===== src/tsr_regs.svh =====
`ifndef TSR_REGS_SVH
`define TSR_REGS_SVH

// ==========================================================================
// Register selection codes
`define TSR_SEL_CAP       3'h0
`define TSR_SEL_CONF      3'h1
`define TSR_SEL_UPPER     3'h2
`define TSR_SEL_LOWER     3'h3
`define TSR_SEL_CRIT      3'h4
`define TSR_SEL_TEMP      3'h5
`define TSR_SEL_MAKER     3'h6
`define TSR_SEL_PARTREV   3'h7

// ==========================================================================
// Reset values and fixed contents
`define TSR_PTR_RESET     3'h0
`define TSR_RW_RESET      16'h0000
// Trips, high accuracy, signed range, 12-bit resolution; upper bits zero
`define TSR_CAP_VALUE     16'h001f
`define TSR_CAP_RSVD      11'h000
`define TSR_CAP_FIELDS    5'h1f

// ==========================================================================
// Bus framing
`define TSR_TYPE_ID       4'h3
`define TSR_BYTE_BITS     4'h8
`define TSR_BYTE_ADDR     3'h0
`define TSR_BYTE_PTR      3'h1
`define TSR_BYTE_HI       3'h2
`define TSR_BYTE_LO       3'h3
`define TSR_BYTE_EXTRA    3'h4

`endif


===== src/tsr_pkg.sv =====
package tsr_pkg;

  // ========================================================================
  // Serial engine states, one-hot
  typedef enum logic [4:0]
  {
    TSR_IDLE = 5'b00001,
    TSR_RECV = 5'b00010,
    TSR_ACK  = 5'b00100,
    TSR_SEND = 5'b01000,
    TSR_MACK = 5'b10000
  } tsr_state_type;

endpackage


===== src/tsr_limit_store.sv =====
`timescale 1ns/1ns
`include "tsr_regs.svh"

module tsr_limit_store
  import tsr_pkg::*;
(
  input  wire logic             i_clock,
  input  wire logic             i_arst_n,
  input  wire logic             i_we,
  input  wire logic [1:0]       i_waddr,
  input  wire logic [15:0]      i_wdata,
  input  wire logic [1:0]       i_raddr,
  output logic      [15:0]      o_rdata,
  output logic      [3:0][15:0] o_words
);

  // ========================================================================
  // Writable words: configuration and the three limits
  genvar g;
  generate
    for (g = 0; g < 4; g++)
    begin : gen_word
      always_ff @(posedge i_clock or negedge i_arst_n)
      begin
        if (!i_arst_n)
          o_words[g] <= `TSR_RW_RESET;
        else if (i_we && (i_waddr == 2'(g)))
          o_words[g] <= i_wdata;
      end
    end
  endgenerate

  // ========================================================================
  // Registered read port
  always_ff @(posedge i_clock or negedge i_arst_n)
  begin
    if (!i_arst_n)
      o_rdata <= `TSR_RW_RESET;
    else
      o_rdata <= o_words[i_raddr];
  end

endmodule


===== src/tsr_sensor_regs.sv =====
`timescale 1ns/1ns
`include "tsr_regs.svh"

// Summary of operation
// Write-only pointer; low three bits select register
// Master sends pointer with bits 7..3 zero
// Codes 0..7 select the eight registers
// Master avoids illegal operations and reserved writes
// Selections 1..4 read/write, reset to zero
// Capability register reads fixed 001Fh
// Capability bit 0 reads one
// Capability bit 1 reads one
// Capability bit 2 reads one
// Capability bits 4:3 read binary 11
// Capability bits 15:5 read zero
// Selections 5..7 return temperature and identity codes
// Pointer clears to capability at reset
// Pointer holds its last written selection
// Writes carry address, pointer, two data bytes
// Upper byte first, MSB first in byte
// Writes to read-only selections change nothing
module tsr_sensor_regs
  import tsr_pkg::*;
#(
  parameter logic [15:0] MAKER_ID      = 16'h0a5a,  // Arbitrary value
  parameter logic [15:0] PART_REVISION = 16'h0101   // Arbitrary value
)
(
  input  wire logic        I_CLOCK,
  input  wire logic        I_ARST_N,
  input  wire logic        I_SCL,
  input  wire logic        I_SDA,
  input  wire logic [2:0]  I_ADDR_SEL,
  input  wire logic [15:0] I_TEMPERATURE,
  output logic             O_SDA,
  output logic             O_SDA_OE,
  output logic      [15:0] O_CONFIGURATION,
  output logic      [15:0] O_UPPER_LIMIT,
  output logic      [15:0] O_LOWER_LIMIT,
  output logic      [15:0] O_CRITICAL_LIMIT
);

  // ========================================================================
  // Declarations
  tsr_state_type    state;
  logic [1:0]       scl_meta;
  logic [1:0]       sda_meta;
  logic [2:0]       sel_meta;
  logic [2:0]       sel_sync;
  logic             scl_sync;
  logic             sda_sync;
  logic             scl_prev;
  logic             sda_prev;
  logic             scl_rise;
  logic             scl_fall;
  logic             start_cond;
  logic             stop_cond;
  logic [3:0]       bit_cnt;
  logic [7:0]       shift;
  logic [2:0]       byte_idx;
  logic             rw_read;
  logic             master_ack;
  logic             send_lo;
  logic             sda_low;
  logic [2:0]       pointer;
  logic [7:0]       wr_hi;
  logic [15:0]      wr_data;
  logic [15:0]      rd_word;
  logic [15:0]      sel_word;
  logic [15:0]      store_rdata;
  logic [3:0][15:0] store_words;
  logic [2:0]       sel_less_one;
  logic             byte_done;
  logic             addr_match;
  logic             reg_we;

  // Selections backed by the writable store
  function automatic logic is_writable(input logic [2:0] sel);
    is_writable = (sel >= `TSR_SEL_CONF) && (sel <= `TSR_SEL_CRIT);
  endfunction

  // ========================================================================
  // Pin synchronisers; first stage feeds only the second
  always_ff @(posedge I_CLOCK or negedge I_ARST_N)
  begin
    if (!I_ARST_N)
    begin
      scl_meta <= 2'h3;
      sda_meta <= 2'h3;
      sel_meta <= 3'h0;
      sel_sync <= 3'h0;
      scl_prev <= 1'b1;
      sda_prev <= 1'b1;
    end
    else
    begin
      scl_meta <= {scl_meta[0], I_SCL};
      sda_meta <= {sda_meta[0], I_SDA};
      sel_meta <= I_ADDR_SEL;
      sel_sync <= sel_meta;
      scl_prev <= scl_sync;
      sda_prev <= sda_sync;
    end
  end

  // Bus events seen on the clean copies
  assign scl_sync   = scl_meta[1];
  assign sda_sync   = sda_meta[1];
  assign scl_rise   = scl_sync && !scl_prev;
  assign scl_fall   = !scl_sync && scl_prev;
  assign start_cond = scl_sync && scl_prev && sda_prev && !sda_sync;
  assign stop_cond  = scl_sync && scl_prev && !sda_prev && sda_sync;

  // Byte framing helpers
  assign byte_done  = (state == TSR_RECV) && scl_fall && (bit_cnt == `TSR_BYTE_BITS);
  assign addr_match = (shift[7:1] == {`TSR_TYPE_ID, sel_sync});
  assign wr_data    = {wr_hi, shift};
  // Read-only codes never raise the store's write strobe
  assign reg_we     = byte_done && (byte_idx == `TSR_BYTE_LO) && is_writable(pointer);
  assign sel_less_one = pointer - 3'h1;

  // ========================================================================
  // Read selection; constants need no storage
  always_comb
  begin
    unique case (pointer)
      `TSR_SEL_CAP:     sel_word = `TSR_CAP_VALUE;
      `TSR_SEL_TEMP:    sel_word = I_TEMPERATURE;
      `TSR_SEL_MAKER:   sel_word = MAKER_ID;
      `TSR_SEL_PARTREV: sel_word = PART_REVISION;
      default:          sel_word = store_rdata;
    endcase
  end

  // ========================================================================
  // Pointer: only the three low bits are kept
  always_ff @(posedge I_CLOCK or negedge I_ARST_N)
  begin
    if (!I_ARST_N)
      pointer <= `TSR_PTR_RESET;
    else if (byte_done && (byte_idx == `TSR_BYTE_PTR))
      pointer <= shift[2:0];
  end

  // Upper data byte waits for its partner
  always_ff @(posedge I_CLOCK or negedge I_ARST_N)
  begin
    if (!I_ARST_N)
      wr_hi <= 8'h00;
    else if (byte_done && (byte_idx == `TSR_BYTE_HI))
      wr_hi <= shift;
  end

  // ========================================================================
  // Serial engine
  always_ff @(posedge I_CLOCK or negedge I_ARST_N)
  begin
    if (!I_ARST_N)
    begin
      state      <= TSR_IDLE;
      bit_cnt    <= 4'h0;
      shift      <= 8'h00;
      byte_idx   <= `TSR_BYTE_ADDR;
      rw_read    <= 1'b0;
      master_ack <= 1'b0;
      send_lo    <= 1'b0;
      sda_low    <= 1'b0;
      rd_word    <= 16'h0000;
    end
    else if (start_cond)
    begin
      // Repeated start restarts framing anywhere
      state    <= TSR_RECV;
      bit_cnt  <= 4'h0;
      byte_idx <= `TSR_BYTE_ADDR;
      sda_low  <= 1'b0;
    end
    else if (stop_cond)
    begin
      state   <= TSR_IDLE;
      sda_low <= 1'b0;
    end
    else
    begin
      unique case (state)
        TSR_IDLE:
          sda_low <= 1'b0;
        TSR_RECV:
        begin
          if (scl_rise)
          begin
            shift   <= {shift[6:0], sda_sync};
            bit_cnt <= bit_cnt + 4'h1;
          end
          else if (byte_done)
          begin
            // Unknown address or a surplus data byte is not acknowledged
            if (((byte_idx == `TSR_BYTE_ADDR) && !addr_match) ||
                (byte_idx == `TSR_BYTE_EXTRA))
              state <= TSR_IDLE;
            else
            begin
              state   <= TSR_ACK;
              sda_low <= 1'b1;
            end
            if (byte_idx == `TSR_BYTE_ADDR)
              rw_read <= shift[0];
            if (byte_idx != `TSR_BYTE_EXTRA)
              byte_idx <= byte_idx + 3'h1;
          end
        end
        TSR_ACK:
        begin
          if (scl_fall)
          begin
            bit_cnt <= 4'h0;
            if (rw_read)
            begin
              // Snapshot whole word so both bytes agree
              state   <= TSR_SEND;
              rd_word <= sel_word;
              shift   <= sel_word[15:8];
              sda_low <= !sel_word[15];
              send_lo <= 1'b0;
            end
            else
            begin
              state   <= TSR_RECV;
              sda_low <= 1'b0;
            end
          end
        end
        TSR_SEND:
        begin
          if (scl_fall)
          begin
            if (bit_cnt == 4'h7)
            begin
              state   <= TSR_MACK;
              sda_low <= 1'b0;
            end
            else
            begin
              shift   <= {shift[6:0], 1'b0};
              sda_low <= !shift[6];
              bit_cnt <= bit_cnt + 4'h1;
            end
          end
        end
        TSR_MACK:
        begin
          if (scl_rise)
            master_ack <= !sda_sync;
          else if (scl_fall)
          begin
            bit_cnt <= 4'h0;
            if (master_ack)
            begin
              // Further reads alternate lower then upper byte
              state   <= TSR_SEND;
              shift   <= send_lo ? rd_word[15:8] : rd_word[7:0];
              sda_low <= send_lo ? !rd_word[15] : !rd_word[7];
              send_lo <= !send_lo;
            end
            else
              state <= TSR_IDLE;
          end
        end
        default:
        begin
          state   <= TSR_IDLE;
          sda_low <= 1'b0;
        end
      endcase
    end
  end

  // ========================================================================
  // Writable store and pin drive
  tsr_limit_store u_store
  (
    .i_clock  (I_CLOCK),
    .i_arst_n (I_ARST_N),
    .i_we     (reg_we),
    .i_waddr  (sel_less_one[1:0]),
    .i_wdata  (wr_data),
    .i_raddr  (sel_less_one[1:0]),
    .o_rdata  (store_rdata),
    .o_words  (store_words)
  );

  // Open drain: only ever pulls low
  assign O_SDA            = 1'b0;
  assign O_SDA_OE         = sda_low;
  assign O_CONFIGURATION  = store_words[0];
  assign O_UPPER_LIMIT    = store_words[1];
  assign O_LOWER_LIMIT    = store_words[2];
  assign O_CRITICAL_LIMIT = store_words[3];

  // ========================================================================
  // Assertions
  ptr_hold_a: assert property (@(posedge I_CLOCK) disable iff (!I_ARST_N)
    !$stable(pointer) |-> $past(byte_done && (byte_idx == `TSR_BYTE_PTR)))
    else $error("pointer changed outside a pointer byte");

  cap_fields_a: assert property (@(posedge I_CLOCK) disable iff (!I_ARST_N)
    (pointer == `TSR_SEL_CAP) |-> (sel_word[4:0] == `TSR_CAP_FIELDS) &&
                                  (sel_word[15:5] == `TSR_CAP_RSVD))
    else $error("capability fields wrong");

  ro_write_a: assert property (@(posedge I_CLOCK) disable iff (!I_ARST_N)
    reg_we |-> is_writable(pointer) && (byte_idx == `TSR_BYTE_LO))
    else $error("store written from a read-only selection");

  conf_write_a: assert property (@(posedge I_CLOCK) disable iff (!I_ARST_N)
    (reg_we && (pointer == `TSR_SEL_CONF)) |=> (O_CONFIGURATION == $past(wr_data)))
    else $error("configuration did not take written word");

  crit_keep_a: assert property (@(posedge I_CLOCK) disable iff (!I_ARST_N)
    (reg_we && (pointer != `TSR_SEL_CRIT)) |=> $stable(O_CRITICAL_LIMIT))
    else $error("critical limit disturbed by another write");

  ident_sel_a: assert property (@(posedge I_CLOCK) disable iff (!I_ARST_N)
    ((pointer == `TSR_SEL_PARTREV) |-> (sel_word == PART_REVISION)) and
    ((pointer == `TSR_SEL_TEMP) |-> (sel_word == I_TEMPERATURE)))
    else $error("identity or temperature selection wrong");

  hi_first_a: assert property (@(posedge I_CLOCK) disable iff (!I_ARST_N)
    (state == TSR_ACK && scl_fall && rw_read && !start_cond && !stop_cond) |=>
      (state == TSR_SEND) && (shift == rd_word[15:8]) && (sda_low == !rd_word[15]))
    else $error("read did not open with upper byte MSB");

  ack_drive_a: assert property (@(posedge I_CLOCK) disable iff (!I_ARST_N)
    (byte_done && addr_match && (byte_idx == `TSR_BYTE_ADDR) && !start_cond && !stop_cond)
      |=> O_SDA_OE [*1] ##0 (state == TSR_ACK))
    else $error("matching address not acknowledged");

endmodule


===== config.mk =====
export PLATFORM = sky130hd
export DESIGN_NAME = tsr_sensor_regs
export DESIGN_NICKNAME = d
export VERILOG_FILES = /design/src/tsr_pkg.sv /design/src/tsr_limit_store.sv /design/src/tsr_sensor_regs.sv
export VERILOG_INCLUDE_DIRS = /design/src /design/src/src
export SDC_FILE = /design/constraint.sdc
export NUM_CORES = 1
export LEC_CHECK = 0
export BUFFER_PORTS_ARGS = -buffer_cell sky130_fd_sc_hd__buf_2
export CORE_UTILIZATION = 50
export DETAILED_ROUTE_END_ITERATION = 10
export PLACE_DENSITY = 0.71
export SYNTH_ARGS = -nofsm -noshare
export SYNTH_HDL_FRONTEND = slang
export SYNTH_SLANG_ARGS = --single-unit
export TNS_END_PERCENT = 1

===== constraint.sdc =====
create_clock -name I_CLOCK -period 6.8 [get_ports I_CLOCK]
set_input_delay 1.02 -clock I_CLOCK [delete_from_list [all_inputs] [get_ports I_CLOCK]]
set_output_delay 1.02 -clock I_CLOCK [all_outputs]
set_load 0.01 [all_outputs]

==> results.sh, run 1 <==
export IMPL_timing_critical_path_arrival_ns=3.37
export IMPL_num_antenna_cells=0
export IMPL_syn_num_nets=543
export IMPL_placeable_core_area_um2=13300
export IMPL_num_vias=4562
export IMPL_multi_input_area_um2=2977
export IMPL_synth_yosys_warnings=0
export IMPL_cell_pwr_density_nw_per_um2=247.9
export IMPL_fin_crit_ns=3.073
export IMPL_die_y_um=119.2
export IMPL_grt_pass1_vias=4653
export IMPL_max_cap_viol_count=0
export IMPL_sequential_cell_area_um2=3587
export IMPL_synth_top_family_by_area="multiplexers"
export IMPL_power_switching_share_pct=25.08
export IMPL_rsz0062_at_grt="false"
export IMPL_outcome="finished clean"
export IMPL_drt_drc_violations_left=0
export IMPL_post_cts_buffers=0
export IMPL_regToRegStartpoint="pointer[0]"
export IMPL_syn_area_um2=6863
export IMPL_cts_root_buf="clkbuf_16"
export IMPL_maximum_number_of_pins_on_one_net_before_global_route_repair=82
export IMPL_wl_per_cell_um=21.00
export IMPL_worst_skew_pair_late_latency_ns=0.42
export IMPL_synth_top_cell_area_share_pct=49.59
export IMPL_tritoncts_num_buffers=17
export IMPL_pre_repair_dr_iteration_count=6
export IMPL_combinational_group_share_of_total_power_pct=7.8
export IMPL_synth_adder_area_share_pct=2.005
export IMPL_maxClockFrequency_mhz=325.4
export IMPL_row_count=42
export IMPL_setup_viol=0
export IMPL_postSynthAreaPerCell_um2=13.48
export IMPL_overflow=0
export IMPL_postCtsHoldBufs=0
export IMPL_critPathMaxFanout=21
export IMPL_place_congestion=0.8686
export IMPL_totalPowerFinal_uw=1940
export IMPL_wirelength_mm=16.19
export IMPL_io_pin_count=89
export IMPL_vias_per_cell=5.917
export IMPL_switch_pwr_uw=486.6
export IMPL_post_route_util_pct=58.85
export IMPL_netlist_top_cells_area="dfrtp_1 (50%), mux2_4 (11%), mux2_2 (6.2%)"
export IMPL_synthesis_instances=509
export IMPL_synth_compound_area_share_pct=8.350
export IMPL_setup_tns_ns=0
export IMPL_area_growth_pct=14.00
export IMPL_min_period_over_period_pct=45.20
export IMPL_synthMuxAreaShare_pct=23.28
export IMPL_synth_simple_area_share_pct=9.043
export IMPL_p_leak_uw=0.003798
export IMPL_initial_core_util_pct=51.62
export IMPL_timing_reg2reg_worst_path_depth=7
export IMPL_cellInternalPower_uw=1453
export IMPL_design_die_area_um2=14200
export IMPL_ys_seq_area_share_pct=52.27
export IMPL_path_clk_slew_ns=0.06
export IMPL_clock_power_share_pct=44.2
export IMPL_max_clock_path_buffers=2
export IMPL_max_slew_margin_pct=17.76
export IMPL_post_cts_resized=0
export IMPL_yosys_most_used_dff="dfrtp_1"
export IMPL_worstHoldPathType="flip-flop to flip-flop"
export IMPL_grt_pass1_wl_mm=26.21
export IMPL_crit_type="flip-flop to flip-flop"
export IMPL_worst_ep_required_time_ns=7.10
export IMPL_synth_seq_cells=143
export IMPL_ys_async_sr_fraction_pct=100.0
export IMPL_post_route_cells_drive_above_1_share_pct=38.32
export IMPL_fin_worst_skew_ns=0.009558
export IMPL_worstSetupStartpoint="pointer[0]"
export IMPL_ant_nets=0
export IMPL_antenna_found_initial=2
export IMPL_synth_edf_count=0
export IMPL_nets=618
export IMPL_clkSinkCount=143
export IMPL_post_synth_xor_area_fraction_pct=0.6381
export IMPL_clock_tree_htree_level_count=4
export IMPL_final_hpwl_from_detailed_placement_mm=10.65
export IMPL_power_share_sequential_pct=48.0
export IMPL_slew_at_the_pin_closest_to_its_max_slew_limit_ns=1.234
export IMPL_synth_cell_type_count=61
export IMPL_portBuffers=87
export IMPL_grt_total_usage_pct=24.51
export IMPL_drt_iter0_markers=457
export IMPL_post_layout_nonfiller_instances=771
export IMPL_slew_viol_final=0
export IMPL_dp_cells=741
export IMPL_die_w_um=119.2
export IMPL_critical_path_startpoint_category="flip-flop"
export IMPL_tritoncts="done"
export IMPL_final_hold_viol_count=0
export IMPL_type_of_destination_of_the_critical_path="flip-flop"
export IMPL_filler_cell_count=1033
export IMPL_timing_hold_worst_start="sel_meta[1]"
export IMPL_hold_ws_ns=0.3471
export IMPL_timing_hold_worst_path_depth=0
export IMPL_maximum_vdd_ir_drop_v=0.0001903
export IMPL_synth_top_area_cell="dfrtp_1"
## power groups by stage
stage | clock network (uW) | registers [uW] | logic (uW)
finish | 857 | 932 | 151
global placement | 0 | 942 | 145
global route | 911 | 935 | 167
floorplan | 0 | 913 | 116
detailed placement | 0 | 944 | 149
CTS | 870 | 929 | 151
## sequential cells by signal, summed over array words and instances, names as in the netlist, 4 cells and up
register / cells
state: 5
wr_hi: 8
u_store.o_rdata: 16
u_store.o_words: 64
shift: 8
rd_word: 16
bit_cnt: 4
## synth_stat cells (all sizes together) (3+ instances only)
cell / instances
mux4: 16
inv: 12
mux2i: 7
mux2: 86
xor2: 5
o211ai: 3
o21ai: 24
a21oi: 17
a22oi: 9
dfstp: 7
nand2: 41
and2: 8
a21o: 4
nor2: 10
or2: 3
clkbuf: 12
buf: 21
nor4: 3
a2111oi: 3
nor3: 7
nor2b: 5
ha: 11
nand2b: 4
a222oi: 4
nand3: 12
o221ai: 7
nor4b: 5
dfrtp: 136
## final cells by class
cell class                 count  share of cell area, %
multi-input combinational    321                  38.05
inverter                      12                 0.5757
sequential                   143                  45.85
tap                          176                  2.815
clock buffer                  21                  5.757
timing repair buffer          89                  5.837
clock inverter                 9                  1.119
## cells by family after synthesis
group	count (synthesis)
flops	143
xor+xnor	5
simple gates	110
fa+ha+maj	11
other cells	1
buf+inv	45
mux	109
compound gates	85
## layout by cell type, fill, tap and decap left out, types with 11 or more instances in the layout
master	instances
inv_1	12
dfrtp_1	136
o21ai_0	24
nand3_1	12
a21oi_1	17
ha_1	11
mux2_4	48
mux4_2	11
clkbuf_16	17
nand2_1	41
mux2_2	38
buf_2	86
## critical path: stages, from the launching register on
cell	delay, ns
dfrtp_1	0.32
buf_4	0.35
ha_1	0.42
or4_1	0.18
o211ai_2	0.10
nor2_2	0.16
and2_1	0.98
mux2_2	0.43
## routing by layer
metal,track usage [%],up-vias,wire length [um]
li1,-,2012,-
met2,38.41,169,7920
met1,33.28,2353,7032
met5,0,-,11
met3,6.466,26,967
met4,7.832,2,261
## metrics by stage
step,setup WS [ns],cell area (um2)
CTS,3.694,7824
floorplan,4.337,6863
global placement,3.873,7286
detailed placement,3.761,7286
global route,3.591,7824
finish,3.727,7824
## final timing paths
kind / to / slack (ns)
max: u_store.o_words[2] / 3.73
min: sel_sync[1] / 0.35
max reg2reg: u_store.o_words[2] / 3.73
min reg2reg: sel_sync[1] / 0.35
max in group asynchronous: byte_idx[2] / 4.88
min in group asynchronous: bit_cnt[1] / 0.64
Power figures use the tool's default switching activity.
==> inputs of run 2 (changes only) <==
Clock period 6.8 ns to 3.08 ns, I/O delays scaled along.
==> run 2 against run 1 <==
Compared with the run above:
- non-clock buffer count rose by 10
- sequential power rose by 120%
- power rose by 140%
- first-iteration DRC count fell by 14%
- via count barely moved
- clock skew barely moved
- critical path type unchanged
- highest routed layer is now met4
==> results.sh, run 2 (same netlist as run 1, synthesis figures left out) <==
export IMPL_power_share_sequential_pct=44.9
export IMPL_type_of_destination_of_the_critical_path="flip-flop"
export IMPL_hold_ws_ns=0.1102
export IMPL_grt_total_usage_pct=24.58
export IMPL_post_route_util_pct=60.20
export IMPL_path_buf_inv=0
export IMPL_tritoncts_num_buffers=17
export IMPL_critPathMaxFanout=8
export IMPL_timing_critical_path_arrival_ns=2.73
export IMPL_num_antenna_cells=0
export IMPL_cell_pwr_density_nw_per_um2=571.0
export IMPL_clkSinkCount=143
export IMPL_setup_viol=0
export IMPL_rsz0062_at_grt="false"
export IMPL_maximum_vdd_ir_drop_v=0.0003699
export IMPL_p_leak_uw=0.003903
export IMPL_setup_tns_ns=0
export IMPL_max_clock_path_buffers=2
export IMPL_wl_per_cell_um=20.75
export IMPL_worst_skew_pair_late_latency_ns=0.42
export IMPL_min_period_over_period_pct=79.00
export IMPL_clock_power_share_pct=47.8
export IMPL_grt_pass1_wl_mm=26.17
export IMPL_post_route_cells_drive_above_1_share_pct=39.44
export IMPL_layout_cells_most_common="dfrtp_1"
export IMPL_overflow=0
export IMPL_final_hpwl_from_detailed_placement_mm=10.66
export IMPL_top_register="u_store.o_words"
export IMPL_maximum_number_of_pins_on_one_net_before_global_route_repair=96
export IMPL_ant_nets=0
export IMPL_pre_repair_dr_iteration_count=5
export IMPL_cellInternalPower_uw=3511
export IMPL_vias_per_cell=5.838
export IMPL_path_clk_slew_ns=0.06
export IMPL_grt_pass1_vias=4743
export IMPL_drt_iter0_markers=395
export IMPL_nets=628
export IMPL_crit_type="flip-flop to flip-flop"
export IMPL_slew_at_the_pin_closest_to_its_max_slew_limit_ns=0.8583
export IMPL_critical_path_startpoint_category="flip-flop"
export IMPL_path_delay_family="simple AND/OR/NAND/NOR gates"
export IMPL_design_die_area_um2=14200
export IMPL_final_hold_viol_count=0
export IMPL_switch_pwr_uw=1059
export IMPL_fin_worst_skew_ns=0.009707
export IMPL_layout_top_registers="u_store.o_words (64), rd_word (16), u_store.o_rdata (16)"
export IMPL_portBuffers=87
export IMPL_power_switching_share_pct=23.18
export IMPL_row_count=42
export IMPL_area_growth_pct=16.63
export IMPL_fin_crit_ns=2.433
export IMPL_drt_drc_violations_left=0
export IMPL_outcome="finished clean"
export IMPL_totalPowerFinal_uw=4571
export IMPL_most_common_layout_cells="dfrtp_1 (136), buf_2 (86), mux2_4 (48), nand2_1 (41), mux2_2 (38)"
export IMPL_post_cts_resized=0
export IMPL_worst_ep_required_time_ns=3.37
export IMPL_slew_viol_final=0
export IMPL_postCtsHoldBufs=0
export IMPL_worstHoldPathType="input pin to asynchronous set/reset pin"
export IMPL_tritoncts="done"
export IMPL_filler_cell_count=1042
export IMPL_cpMaxStageDelayCell="dfstp_2"
export IMPL_wirelength_mm=16.23
export IMPL_worst_path_largest_cell_delay_ns=0.57
export IMPL_die_y_um=119.2
export IMPL_io_pin_count=89
export IMPL_max_cap_viol_count=0
export IMPL_largest_register_ffs=64
export IMPL_initial_core_util_pct=51.62
export IMPL_post_cts_buffers=0
export IMPL_combinational_group_share_of_total_power_pct=7.3
export IMPL_placeable_core_area_um2=13300
export IMPL_cts_root_buf="clkbuf_16"
export IMPL_num_vias=4565
export IMPL_antenna_found_initial=0
export IMPL_crit_chain="and4b_1, or2_1, nor4b_4, o21a_1, mux2_4"
export IMPL_maxClockFrequency_mhz=411.0
export IMPL_max_slew_margin_pct=42.78
export IMPL_place_congestion=0.8989
export IMPL_clock_tree_htree_level_count=4
export IMPL_die_w_um=119.2
==> run 2: changes by cell type in the layout (fill, tap and decap cells not counted), sizes merged <==
cell	previous run	this run
buf	89	99
bufinv	1	4
clkinvlp	4	2
clkbuf	21	23
clkinv	2	0
==> run 2: worst register-to-register path, cell delays in order, from the launching register on <==
cell and delay [ns]:
dfstp_2 0.57, and4b_1 0.27, or2_1 0.29, nor4b_4 0.32
o21a_1 0.51, mux2_4 0.35
==> run 2: cell type report <==
type | instances | area (um2) | area share (%)
repair buffers | 99 | 544.3 | 6.800
flip-flops and latches | 143 | 3587 | 44.82
inverters | 12 | 45.04 | 0.5628
clock buffers | 23 | 478.0 | 5.972
well taps | 176 | 220.2 | 2.751
multi-input cells | 321 | 2977 | 37.19
clock inverters | 8 | 152.6 | 1.907
==> run 2: worst paths after layout <==
kind	depth (start not counted)	start	slack (ns)	end
worst min-delay path	1	I_ARST_N	0.11	bit_cnt[1]
max in group asynchronous	2	I_ARST_N	2.21	scl_meta[0]
worst min register to register	0	sel_meta[1]	0.35	sel_sync[1]
worst max register to register	5	sda_meta[1]	0.65	shift[2]
min in group I_CLOCK	1	I_SCL	0.14	scl_meta[0]
worst max-delay path	5	sda_meta[1]	0.65	shift[2]
==> run 2: per-stage QoR <==
step | setup WS (ns) | instance area, um2 | instances
after floorplan | 0.6174 | 6863 | 509
after global placement | 0.6347 | 7373 | 751
after detailed placement | 0.6410 | 7373 | 751
after CTS | 0.6205 | 8004 | 782
after global routing | 0.5159 | 8004 | 782
final | 0.6467 | 8004 | 782
==> run 2: routing by layer <==
metal  track usage (%)  routed length [um]  up-vias
li1                  -                   -     2027
met1             30.58                6821     2328
met2             39.86                7976      174
met3             5.939                 981       36
met4             12.74                 450        0
met5                 0                   0        -
==> run 2: power groups by stage <==
| stage | clock (uW) | combinational (uW) | sequential, uW |
|---|---|---|---|
| global placement | 0 | 327 | 2080 |
| detailed placement | 0 | 334 | 2080 |
| global route | 2300 | 372 | 2060 |
| finish | 2190 | 333 | 2050 |
| floorplan | 0 | 256 | 2020 |
| CTS | 2210 | 334 | 2050 |
